[src/pbc_pkg.sv]
// shared constants and types for the port bypass control channels
package pbc_pkg;
	// register map, byte addresses on the internal register port
	localparam logic [7:0] PBC_CH0_ADDR     = 8'h20; // bypass_channel_zero_control
	localparam logic [7:0] PBC_CH1_ADDR     = 8'h21; // bypass_channel_one_control
	localparam logic [7:0] PBC_CH2_ADDR     = 8'h22; // bypass_channel_two_control
	localparam logic [7:0] PBC_CH3_ADDR     = 8'h23; // bypass_channel_three_control
	localparam int         PBC_NUM_CH       = 4;
	localparam int         PBC_NUM_PINS     = 2 * PBC_NUM_CH;

	// field positions inside a channel control register
	localparam int         PBC_ENABLE_BIT   = 7; // bypass_channel_enable
	localparam int         PBC_IRQ_EN_BIT   = 6; // detect_transition_irq_enable
	localparam int         PBC_FORCE_BIT    = 1; // force_bypass_bit
	localparam int         PBC_DETECT_BIT   = 0; // signal_detect_bit

	// reset values
	localparam logic       PBC_ENABLE_RST   = 1'b0;
	localparam logic       PBC_IRQ_EN_RST   = 1'b0;
	localparam logic       PBC_FORCE_RST    = 1'b1;
	localparam logic       PBC_PIN_RST      = 1'b1; // weak pull-up level
	localparam logic [7:0] PBC_SOURCE_RST   = 8'h00;

	// timing: clock rate and longest loss-to-bypass latency
	localparam int         PBC_CLK_MHZ      = 50;
	localparam int         PBC_MAX_LAT_NS   = 400;
	localparam int         PBC_MAX_LAT_CYC  = (PBC_MAX_LAT_NS * PBC_CLK_MHZ)
		/ 1000;
	localparam int         PBC_FILTER_CYC   = 3;
	localparam int         PBC_FILT_CNT_W   = 4;

	// one register request from the host interface logic
	typedef struct packed {
		logic       wr;
		logic       rd;
		logic [7:0] addr;
		logic [7:0] wdata;
	} pbc_req_t;

	// read answer, valid for one cycle
	typedef struct packed {
		logic       ack;
		logic       hit;
		logic [7:0] rdata;
	} pbc_rsp_t;
endpackage

[src/pbc_bypass.sv]
// port bypass control channels on port three pins
// Overview of operation
// - channels at 21h, 22h, 23h on pairs
// - channel at 20h drives pins one/zero
// - enable makes odd output, even input
// - enable overrides pins except bypass select
// - direction settings overridden while channel enabled
// - disabled channel bits leave pins alone
// - irq enable: any detect edge asserts interrupt
// - interrupt loads source with channel address
// - irq enable clear: edges raise nothing
// - force bit drives odd pin push-pull
// - force one high normal, zero low bypass
// - filtered detect low clears force within 400ns
// - detect bit read-only, follows even pin
// - detect one means signal present
// - reads return synchronized filtered pin values
// - pins come up as inputs after reset
// - force writes take effect only with detect high or the channel disabled
`timescale 1ns/1ps
module pbc_bypass #(
	parameter int FILTER_CYC = pbc_pkg::PBC_FILTER_CYC
) (
	input  wire logic                                 sys_clk,
	input  wire logic                                 rst,
	input  wire pbc_pkg::pbc_req_t                    req,
	output      pbc_pkg::pbc_rsp_t                    rsp,
	input  wire logic [pbc_pkg::PBC_NUM_PINS-1:0]     pin_in,
	output      logic [pbc_pkg::PBC_NUM_PINS-1:0]     pin_out,
	output      logic [pbc_pkg::PBC_NUM_PINS-1:0]     pin_oe_n,
	input  wire logic [pbc_pkg::PBC_NUM_PINS-1:0]     gpio_dir,
	input  wire logic [pbc_pkg::PBC_NUM_PINS-1:0]     gpio_data,
	input  wire logic [pbc_pkg::PBC_NUM_PINS-1:0]     bypass_sel,
	input  wire logic [pbc_pkg::PBC_NUM_PINS-1:0]     bypass_sel_data,
	input  wire logic                                 irq_ack,
	output      logic [7:0]                           source_addr,
	output      logic                                 irq_n
);
	import pbc_pkg::*;

	// loss of signal to a low force pin, in clocks: two
	// synchroniser stages, FILTER_CYC filter cycles, one to
	// clear the force bit and one to launch the pin; seven with
	// the default filter, well inside PBC_MAX_LAT_CYC, so raise
	// FILTER_CYC only with that budget in mind
	// channel and pin counts come from the package
	localparam int NC = PBC_NUM_CH;
	localparam int NP = PBC_NUM_PINS;
	localparam logic [PBC_FILT_CNT_W-1:0] FILT_LAST =
		PBC_FILT_CNT_W'(FILTER_CYC - 1);

	// channel address for index i
	function automatic logic [7:0] ch_addr(input int i);
		ch_addr = PBC_CH0_ADDR + 8'(i);
	endfunction

	// true when addr selects channel i
	// full byte compare, so no alias above the last channel
	function automatic logic ch_sel(input logic [7:0] a, input int i);
		ch_sel = (a == ch_addr(i));
	endfunction

	// pin side: synchroniser and filter state
	logic [NP-1:0]             sync1_q;
	logic [NP-1:0]             sync2_q;
	logic [NP-1:0]             filt_q;
	logic [PBC_FILT_CNT_W-1:0] cnt_q [NP];
	// per-channel control bits and events
	logic [NC-1:0]             en_q;
	logic [NC-1:0]             ie_q;
	logic [NC-1:0]             fb_q;
	logic [NC-1:0]             sd_prev_q;
	logic [NC-1:0]             edge_ev;
	logic [NC-1:0]             ch_wr;
	// interrupt, read port and pin drive state
	logic                      irq_pend_q;
	logic [7:0]                source_q;
	logic [7:0]                src_d;
	logic [7:0]                rd_val;
	logic                      rd_hit;
	pbc_rsp_t                  rsp_q;
	logic [NP-1:0]             out_q;
	logic [NP-1:0]             oe_n_q;

	// two-stage synchronizer; only sync2 is read downstream
	// resets to the pull-up level so no false edge follows
	// input synchronizer
	always_ff @(posedge sys_clk or posedge rst) begin
		if (rst) begin
			sync1_q <= {NP{PBC_PIN_RST}};
			sync2_q <= {NP{PBC_PIN_RST}};
		end else begin
			sync1_q <= pin_in;
			sync2_q <= sync1_q;
		end
	end

	// glitch filter: level must hold FILTER_CYC cycles to pass
	// shorter pulses never reach the channel logic, which keeps
	// a noisy detect line from toggling bypass
	// the count restarts whenever the input agrees again
	genvar gp;
	generate
		for (gp = 0; gp < NP; gp++) begin : g_filt
			always_ff @(posedge sys_clk or posedge rst) begin
				if (rst) begin
					filt_q[gp] <= PBC_PIN_RST;
					cnt_q[gp]  <= '0;
				end else if (sync2_q[gp] == filt_q[gp]) begin
					cnt_q[gp] <= '0;
				end else if (cnt_q[gp] >= FILT_LAST) begin
					filt_q[gp] <= sync2_q[gp];
					cnt_q[gp]  <= '0;
				end else begin
					cnt_q[gp] <= cnt_q[gp] + PBC_FILT_CNT_W'(1);
				end
			end
		end
	endgenerate

	genvar gc;
	generate
		for (gc = 0; gc < NC; gc++) begin : g_ch
			// one slice per channel: decode, bits, events, pins
			// the write strobe is qualified once here
			// per-channel address decode
			assign ch_wr[gc] = req.wr && ch_sel(req.addr, gc);

			// enable and irq enable bits, plain read/write
			// writes to a disabled channel still land; they act
			// once the enable bit is set
			// reset clears enables
			always_ff @(posedge sys_clk or posedge rst) begin
				if (rst) begin
					en_q[gc] <= PBC_ENABLE_RST;
					ie_q[gc] <= PBC_IRQ_EN_RST;
				end else if (ch_wr[gc]) begin
					en_q[gc] <= req.wdata[PBC_ENABLE_BIT];
					ie_q[gc] <= req.wdata[PBC_IRQ_EN_BIT];
				end
			end

			// force bit: loss of signal beats any software write
			// the clear acts only while enabled, so a preset made
			// before the enable is cleared once enabled while the detect pin is still low
			// hardware clear of force
			always_ff @(posedge sys_clk or posedge rst) begin
				if (rst) begin
					fb_q[gc] <= PBC_FORCE_RST;
				end else if (en_q[gc] && !filt_q[2*gc]) begin
					fb_q[gc] <= 1'b0;
				end else if (ch_wr[gc]) begin
					fb_q[gc] <= req.wdata[PBC_FORCE_BIT];
				end
			end

			// previous filtered detect level for edge finding
			// tracks while disabled too, so an enable never meets
			// a stale level and fakes an edge
			always_ff @(posedge sys_clk or posedge rst) begin
				if (rst) begin
					sd_prev_q[gc] <= PBC_PIN_RST;
				end else begin
					sd_prev_q[gc] <= filt_q[2*gc];
				end
			end

			assign edge_ev[gc] = en_q[gc] && ie_q[gc]
				&& (filt_q[2*gc] != sd_prev_q[gc]);

			// odd pin of the pair: the force output
			// priority is bypass select, then channel, then gpio;
			// the select path must survive a channel enable
			// override except bypass select
			always_ff @(posedge sys_clk or posedge rst) begin
				if (rst) begin
					out_q[2*gc+1]  <= 1'b0;
					oe_n_q[2*gc+1] <= 1'b1;
				end else if (bypass_sel[2*gc+1]) begin
					out_q[2*gc+1]  <= bypass_sel_data[2*gc+1];
					oe_n_q[2*gc+1] <= 1'b0;
				end else if (en_q[gc]) begin
					out_q[2*gc+1]  <= fb_q[gc];
					oe_n_q[2*gc+1] <= 1'b0; // totem pole, both levels
				end else begin
					out_q[2*gc+1]  <= gpio_data[2*gc+1];
					oe_n_q[2*gc+1] <= gpio_dir[2*gc+1];
				end
			end

			// even pin of the pair: the detect input
			// an enabled channel lets go of it so the far side
			// detect unit is fought only when bypass select drives the pin
			// odd output, even input
			always_ff @(posedge sys_clk or posedge rst) begin
				if (rst) begin
					out_q[2*gc]  <= 1'b0;
					oe_n_q[2*gc] <= 1'b1;
				end else if (bypass_sel[2*gc]) begin
					out_q[2*gc]  <= bypass_sel_data[2*gc];
					oe_n_q[2*gc] <= 1'b0;
				end else if (en_q[gc]) begin
					out_q[2*gc]  <= 1'b0;
					oe_n_q[2*gc] <= 1'b1;
				end else begin
					out_q[2*gc]  <= gpio_data[2*gc];
					oe_n_q[2*gc] <= gpio_dir[2*gc];
				end
			end
		end
	endgenerate

	// lowest channel wins if several edges share a cycle
	// scanning downwards lets channel zero write last
	// source gets channel address
	always_comb begin
		src_d = source_q;
		for (int i = NC - 1; i >= 0; i--) begin
			if (edge_ev[i]) begin
				src_d = ch_addr(i);
			end
		end
	end

	// source holds the last reporting channel until the next edge;
	// an ack leaves it, so a late read still finds the cause
	// source register load
	always_ff @(posedge sys_clk or posedge rst) begin
		if (rst) begin
			source_q <= PBC_SOURCE_RST;
		end else begin
			source_q <= src_d;
		end
	end

	// sticky pending flag; a new edge beats an ack in the same
	// cycle, so an event landing on the ack is never lost
	// interrupt assertion
	always_ff @(posedge sys_clk or posedge rst) begin
		if (rst) begin
			irq_pend_q <= 1'b0;
		end else if (|edge_ev) begin
			irq_pend_q <= 1'b1;
		end else if (irq_ack) begin
			irq_pend_q <= 1'b0;
		end
	end

	// read mux; reserved field is constant zero
	// unmapped reads fall through with hit low and data zero
	// a disabled channel's force bit reads the odd pin, so
	// software can learn a strapped default before enabling
	// detect follows even pin
	always_comb begin
		rd_val = 8'h00;
		rd_hit = 1'b0;
		for (int i = 0; i < NC; i++) begin
			if (ch_sel(req.addr, i)) begin
				rd_hit                 = 1'b1;
				rd_val[PBC_ENABLE_BIT] = en_q[i];
				rd_val[PBC_IRQ_EN_BIT] = ie_q[i];
				// disabled: force reads the pin itself
				rd_val[PBC_FORCE_BIT]  = en_q[i] ? fb_q[i] : filt_q[2*i+1];
				rd_val[PBC_DETECT_BIT] = filt_q[2*i];
			end
		end
	end

	// registered read answer, one cycle after the strobe
	// rdata is zero between answers, so a stale byte is never
	// mistaken for a fresh one
	always_ff @(posedge sys_clk or posedge rst) begin
		if (rst) begin
			rsp_q <= '0;
		end else begin
			rsp_q.ack   <= req.rd;
			rsp_q.hit   <= req.rd && rd_hit;
			rsp_q.rdata <= req.rd ? rd_val : 8'h00;
		end
	end

	// every output comes straight from a flip-flop, irq_n through one inverter
	assign rsp         = rsp_q;
	assign pin_out     = out_q;
	assign pin_oe_n    = oe_n_q;
	assign source_addr = source_q;
	assign irq_n       = ~irq_pend_q; // active low interrupt line
endmodule

[config.mk]
export PLATFORM = sky130hd
export DESIGN_NAME = pbc_bypass
export DESIGN_NICKNAME = d
export VERILOG_FILES = /design/src/pbc_pkg.sv /design/src/pbc_bypass.sv
export SDC_FILE = /design/constraint.sdc
export NUM_CORES = 1
export LEC_CHECK = 0
export ABC_AREA = 1
export BUFFER_PORTS_ARGS = -buffer_cell sky130_fd_sc_hd__buf_2
export CORE_UTILIZATION = 45
export DETAILED_ROUTE_END_ITERATION = 6
export GPL_TIMING_DRIVEN = 0
export PLACE_DENSITY_LB_ADDON = 0.25
export SLEW_MARGIN = 20
export SYNTH_ARGS = -nofsm -noshare
export SYNTH_HDL_FRONTEND = slang
export SYNTH_SLANG_ARGS = --single-unit
[constraint.sdc]
create_clock -name sys_clk -period 3.95 [get_ports sys_clk]
set_clock_uncertainty 0.05 [all_clocks]
set_input_delay 0.79 -clock sys_clk [delete_from_list [all_inputs] [get_ports sys_clk]]
set_output_delay 0.79 -clock sys_clk [all_outputs]
set_load 0.02 [all_outputs]
# Yosys cells after proc, flatten, opt, wreduce, memory -nomap -nowiden
# Index checks and enable logic that the tools add are counted.
# totals
latchBits,0
input_bits,61
mem_bits_rw,0
mem_bits_ro,0
reg_bits,107
wordCells,211
n_memories,0
# classes
shift,0
n_mux,79
n_bitwise,9
add_sub_neg,8
div,0
n_reduce_logical,36
n_eq_ne,16
mul,0
n_lt_le_gt_ge,8
# op_table
op,count
$mux 4,16
$mux 1,50
$mux 8,5
$add 4x1->4 const B,8
$eq 8x6->1 const B,4
$ge 4x2->1 const B,8
$logic_and 1x1->1,17
$mux 2,8
$reduce_and 2->1,8
$reduce_bool 2->1,5
$not 1->1,9
$eq 1x1->1,8
$logic_not 1->1,4
$ne 1x1->1,4
$reduce_bool 4->1,1
$reduce_or 4->1,1

# Depth between registers and ports, before layout
# Gate-level depths: netlist (run 1).
# depth
word_depth,6
ltp_mapped,10
depth_no_buf,9

# Worst setup path before layout (run 1)
# No wires, ideal clock.
# synth_path
path_type,input -> register
start,input req[12] (netlist name)
end,register en_q[1]
stages,9
path_slack_ps,2331
arrival_time_ps,1448
path_cell_list,inv_1 nand2_1 nor2_2 buf_6 inv_4 nor2_8 nand2_2 nand2_1 o21ai_1
# synth_via
elab_chain_len,2
# synth_lines
item,line_no,text
start: declaration,pbc_bypass.sv:26,"input wire pbc_pkg::pbc_req_t req,"
$eq 8x6->1,pbc_bypass.sv:60,ch_sel = (a == ch_addr(i));
$logic_and 1x1->1,pbc_bypass.sv:127,"assign ch_wr[gc] = req.wr && ch_sel(req.addr, gc);"
end signal: indexed assignment,pbc_bypass.sv:138,en_q[gc] <= req.wdata[PBC_ENABLE_BIT];
end: declaration,pbc_bypass.sv:69,logic [NC-1:0] en_q;
# No other way between the ends.
# A chain may end at the register's enable or synchronous reset.

# Final worst setup path (run 1)
# layout_path
start,"register oe_n_q[1], in the netlist pin_oe_n[1]"
end,output pin_oe_n[1] (netlist name)
# layout_rtl
item,line_no,text
start: declaration,pbc_bypass.sv:83,logic [NP-1:0] oe_n_q;
start signal: indexed assignment,pbc_bypass.sv:187,oe_n_q[2*gc+1] <= gpio_dir[2*gc+1];
end: declaration,pbc_bypass.sv:30,"output logic [pbc_pkg::PBC_NUM_PINS-1:0] pin_oe_n,"
# No word-level cell between the ends.

==> impl_metrics.tcl, run 1 <==
set metrics [dict create \
    outcome "finished, final reports clean" \
    grt.overflow.total 0 \
    synth_ff_type "dfrtp_1" \
    yosys_warnings 0 \
    cp_top_family "flip-flops" \
    cts_root_buf "clkbuf_8" \
    dp_cells 612 \
    cts_inserted_buffers 9 \
    cts_tree "built" \
    path_buf_inv 1 \
    postCtsHoldBufs 0 \
    drive_gt1_share_pct 31.2 \
    p_per_area_mw_per_mm2 435 \
    critPathMaxFanout 1 \
    hpwl_mm 5.25 \
    grt_util_met2_pct 27.5 \
    num_antenna_cells 0 \
    wl_per_cell_um 11.2 \
    grt_pass1_wl_mm 12.7 \
    synth_cell_types 29 \
    drv_slew 0 \
    crit_start "pin_oe_n[1]$_DFF_PP1_" \
    num_io_pins 96 \
    synth.most_common_cell "nand2_1" \
    power_frac_seq_pct 54.7 \
    post-cts-setup-buffers 0 \
    grtUsageMet3_pct 3.47 \
    syn_area_per_cell_um2 10.0 \
    drtIter0Drc 93 \
    grtUsageMet1_pct 21.8 \
    synth-seq-cells 98 \
    min_path_type "reg -> reg" \
    critPathKind "reg -> out" \
    synthTopCellsByArea "dfrtp_1 36%, dfstp_2 26%, nand2_1 7.2%, nor2_1 6.8%, ha_1 4.9%" \
    grt_max_degree 53 \
    period_minus_slack_ns 1.86 \
    rsz0062_at_grt "no" \
    core_area_mm2 0.00872 \
    track_usage_pct 16.7 \
    cts_max_level 3 \
    cts_sinks 98 \
    hold_violations 0 \
    syn2layout_area_growth_pct 21.2 \
    vias_per_cell 4.65 \
    final_util_pct 56.4 \
    finalSetupViolCount 0 \
    p_leak_uw 0.00255 \
    grt_most_used_layer "met2" \
    synth_edf_count 0 \
    post-route-drc-count 0 \
    ant_nets 0 \
    ctsResizeCount 0 \
    holdWs_ns 0.309 \
    stdcell_count 627 \
    synth_common_cells "78 x nand2_1, 74 x nor2_1, 58 x dfrtp_1" \
    min_from "sync1_q[0]$_DFF_PP1_" \
    synthCells 406 \
    die_h_um 97.0 \
    required_ns 3.11 \
    cp-start-kind "flip-flop" \
    syn_area_mm2 0.00406 \
    nets 592 \
    critPathSlowestCell "dfstp_2" \
    wirelength_mm 7.04 \
    clock_latency_ns 0.35 \
    synth_top_area_share_pct 35.8 \
    power_frac_clock_pct 33.2 \
    place.gp.congestion 0.767 \
    crit_chain "buf_2" \
    max_stage_delay_ns 0.53 \
    clockBufferDepth 2 \
    start_util_pct 46.5 \
    p_sw_uw 539 \
    yosysSeqAreaShare_pct 61.7 \
    first_pass_iters 4 \
    io_buffers 81 \
    fin_setup_tns_ns 0 \
    fmaxAchievable_ghz 0.536 \
    rows 34 \
    power_frac_comb_pct 12.1 \
    antenna_found_initial 0 \
    cp-end-kind "output pin" \
    async_flop_share_pct 100 \
    synth_area_leader_cell "dfrtp_1" \
    grt_pass1_vias 2938 \
    ir_worst_vdd_mv 0.227 \
    p_int_uw 1600 \
    drv_cap 0 \
    die_area_mm2 0.00940 \
    dieWidth_um 97.0 \
    vias 2915 \
    p_sw_share_pct 25.2 \
    regToRegStartpoint "filt_q[6]$_DFFE_PP1P_" \
    timing.final.crit_share_pct 47.2 \
    cp.arrival_ns 1.02 \
    path_clk_slew_ns 0.08 \
]
-- final cells by class --
cell class	count	area [µm²]
Buffer	10	78.8
Clock buffer	11	151
Clock inverter	4	75.1
Fill cell	800	3800
Inverter	42	165
Multi-Input combinational cell	272	1380
Sequential cell	98	2500
Tap cell	108	135
Timing Repair Buffer	82	433
-- layer usage --
| metal | part of all wire, % | up-vias |
|---|---|---|
| li1 | - | 1470 |
| met5 | 0 | - |
| met1 | 46 | 1358 |
| met4 | 1.5 | 0 |
| met3 | 5.6 | 11 |
| met2 | 47 | 76 |
-- state kept, by name (all words and copies together) (netlist names) --
| name | count |
|---|---|
| cnt_q | 32 |
| en_q | 4 |
| fb_q | 4 |
| filt_q | 8 |
| ie_q | 4 |
| irq_pend_q | 1 |
| pin_oe_n | 8 |
| pin_out | 8 |
| rsp | 6 |
| sd_prev_q | 4 |
| source_addr | 3 |
| sync1_q | 8 |
| sync2_q | 8 |
-- cell usage in the layout (no fill, tap or decap), types with 5 or more instances in the layout --
master	instances
o21ai_0	24
nand2_1	78
buf_4	9
a31oi_1	5
dfstp_2	40
xor2_1	8
ha_1	16
clkbuf_8	11
a21oi_1	8
dfrtp_1	58
inv_1	39
o21ai_1	6
nand3_1	12
nor2_1	74
conb_1	17
buf_2	81
-- worst paths after layout --
| kind | end | slack [ns] | cells after the start |
|---|---|---|---|
| worst max register to register | source_addr[0]$_DFFE_PP0P_ | 2.63 | 7 |
| min in group asynchronous | cnt_q[7]$_DFF_PP0_ | 0.40 | 2 |
| max in group asynchronous | sync2_q[3]$_DFF_PP1_ | 2.82 | 3 |
| worst max-delay path | pin_oe_n[1] | 2.09 | 1 |
| worst min register to register | sync2_q[0]$_DFF_PP1_ | 0.31 | 0 |
| worst min-delay path | sync2_q[0]$_DFF_PP1_ | 0.31 | 0 |
-- kinds of logic (layout without fill, tap and decap cells) --
kind of cell	count (synthesis)	count (layout)	synth area share (%)
multiplexers	1	1	0.277
XOR/XNOR	8	8	1.73
adder cells (fa/ha/maj)	16	16	4.93
other	1	17	0.0924
buffers and inverters	52	149	5.89
flip-flops	98	98	61.7
AO/OA/AOI/OAI	48	48	6.38
AND/OR/NAND/NOR	182	182	19.1
-- stage by stage --
stage | instance area, µm² | total power (µW) | setup WS, ns
after global routing | 4920 | 2260 | 2.04
after global placement | 4660 | 1430 | -0.472
final | 4920 | 2140 | 2.09
after floorplan | 4120 | 1350 | 0.614
after detailed placement | 4690 | 1450 | 2.10
after CTS | 4920 | 2170 | 2.06
-- power groups by stage --
stage / clock network [µW] / registers [µW] / logic (µW)
global route: 772 / 1180 / 301
detailed placement: 0 / 1190 / 261
finish: 710 / 1170 / 258
CTS: 737 / 1170 / 263
floorplan: 0 / 1190 / 158
global placement: 0 / 1180 / 248
Power figures use the tool's default switching activity.
==> inputs of run 2 (changes only) <==
==> constraint.sdc (replaced) <==
create_clock -name sys_clk -period 1.9 [get_ports sys_clk]
set_clock_uncertainty 0.05 [all_clocks]
set_input_delay 0.38 -clock sys_clk [delete_from_list [all_inputs] [get_ports sys_clk]]
set_output_delay 0.38 -clock sys_clk [all_outputs]
set_load 0.02 [all_outputs]
==> impl_metrics.tcl, run 2 (same netlist as run 1, synthesis figures left out) <==
set metrics [dict create \
    outcome "finished, final reports clean" \
    r2r_end "source_addr[0]$_DFFE_PP0P_" \
    nets 595 \
    num_io_pins 96 \
    syn2layout_area_growth_pct 21.1 \
    critPathSlowestCell "dfstp_2" \
    first_pass_iters 4 \
    antenna_found_initial 0 \
    grt_pass1_vias 2904 \
    required_ns 1.47 \
    p_per_area_mw_per_mm2 848 \
    timing.final.crit_share_pct 76.9 \
    hpwl_mm 5.44 \
    hold_violations 0 \
    crit_chain "buf_2" \
    vias_per_cell 4.63 \
    cp.arrival_ns 1.03 \
    postCtsHoldBufs 1 \
    p_sw_uw 1120 \
    cp-start-kind "flip-flop" \
    rrSetupSlack_ns 0.59 \
    period_minus_slack_ns 1.46 \
    holdPathEnd "sync1_q[2]$_DFF_PP1_" \
    layout_commonest_cell "buf_2" \
    drtIter0Drc 66 \
    die_area_mm2 0.00940 \
    fillers 767 \
    drv_slew 0 \
    multi_input_comb_area_mm2 0.00138 \
    grt_pass1_wl_mm 12.4 \
    cts_inserted_buffers 9 \
    post-cts-setup-buffers 0 \
    core_area_mm2 0.00872 \
    wl_per_cell_um 11.1 \
    critPathMaxFanout 1 \
    holdPathStages 1 \
    fmaxAchievable_ghz 0.685 \
    worstRegToRegCells 7 \
    grt.overflow.total 0 \
    io_buffers 81 \
    grt_max_degree 32 \
    pre_cts_slack_ns 0.450 \
    power_frac_seq_pct 58.3 \
    cp-end-kind "output pin" \
    cp_top_family "flip-flops" \
    place.gp.congestion 0.769 \
    p_int_uw 3040 \
    cts_sinks 98 \
    vias 2920 \
    holdWs_ns 0.0597 \
    dieWidth_um 97.0 \
    largest_reg_flops 32 \
    max_stage_delay_ns 0.52 \
    regToRegStartpoint "filt_q[6]$_DFFE_PP1P_" \
    fin_ws_ns 0.439 \
    die_h_um 97.0 \
    min_from "pin_in[2]" \
    finalSetupViolCount 0 \
    post-route-drc-count 0 \
    num_antenna_cells 0 \
    power_frac_clock_pct 28.6 \
    min_path_type "in -> reg" \
    fin_setup_tns_ns 0 \
    cts_max_level 3 \
    register_area_mm2 0.00250 \
    p_sw_share_pct 27.0 \
    path_buf_inv 1 \
    rows 34 \
    clockBufferDepth 2 \
    path_clk_slew_ns 0.09 \
    ctsResizeCount 0 \
    ir_worst_vdd_mv 0.624 \
    drive_gt1_share_pct 31.2 \
    drv_cap 0 \
    ant_nets 0 \
    largest-register "cnt_q" \
    rsz0062_at_grt "no" \
    track_usage_pct 16.6 \
    clock_latency_ns 0.36 \
    cts_tree "built" \
    final_util_pct 56.3 \
    power_frac_comb_pct 13.1 \
    layout_common_cells "81 x buf_2, 78 x nand2_1, 74 x nor2_1, 58 x dfrtp_1, 40 x dfstp_2" \
    start_util_pct 46.5 \
    wirelength_mm 7.03 \
    critPathKind "reg -> out" \
    cts_root_buf "clkbuf_8" \
    p_leak_uw 0.00256 \
]
==> run 2: changes by cell type in the layout (fill, tap and decap cells not counted) <==
cell	delta
buf_12	+2
bufinv_16	-2
clkbuf_1	+2
clkinv_2	+2
clkbuf_8	-1
clkinv_4	+1
clkinvlp_4	-1
dlygate4sd3_1	+1
==> run 2: worst max path at each step <==
stage / from / endpoint / slack (ns) / depth (start not counted)
after detailed placement: req[12] / rsp[6]$_DFF_PP0_ / 0.45 / 11
after global placement: rst / source_addr[5]$_DFFE_PP0P_ / -0.29 / 2
after global routing: rst / pin_oe_n[2]$_DFF_PP1_ / 0.38 / 5
after CTS: pin_oe_n[1]$_DFF_PP1_ / pin_oe_n[1] / 0.42 / 1
after floorplan: rst / cnt_q[0]$_DFF_PP0_ / 0.34 / 1
final: pin_oe_n[1]$_DFF_PP1_ / pin_oe_n[1] / 0.44 / 1
==> run 2: metal layers <==
metal | GRT usage, % | part of all wire, % | vias to the layer above
met2 | 28.1 | 47 | 83
met4 | 6.54 | 1.7 | 0
met5 | 0 | 0 | -
met3 | 4.55 | 6.0 | 9
met1 | 20.1 | 45 | 1349
li1 | - | - | 1479
==> run 2: power by group through the flow <==
stage | logic (µW) | clock network, µW | registers (µW)
2_1_floorplan | 329 | 0 | 2480
3_3_place_gp | 518 | 0 | 2460
3_5_place_dp | 551 | 0 | 2470
4_1_cts | 555 | 1240 | 2430
5_1_grt | 629 | 1310 | 2460
6_report | 545 | 1190 | 2430
==> run 2: cell type report <==
class	count	share of cell area (%)
Buffer	10	1.60
Inverter	42	3.34
Timing Repair Buffer	85	9.83
Tap cell	108	2.75
Multi-Input combinational cell	272	28.0
Sequential cell	98	50.9
Clock buffer	12	2.95
Clock inverter	4	0.560
==> run 2: per-stage QoR <==
step / cells / total power, µW / cell area (µm²)
floorplan: 422 / 2810 / 4120
global placement: 611 / 2980 / 4660
detailed placement: 614 / 3020 / 4730
CTS: 631 / 4220 / 4910
global route: 631 / 4400 / 4910
finish: 631 / 4160 / 4910
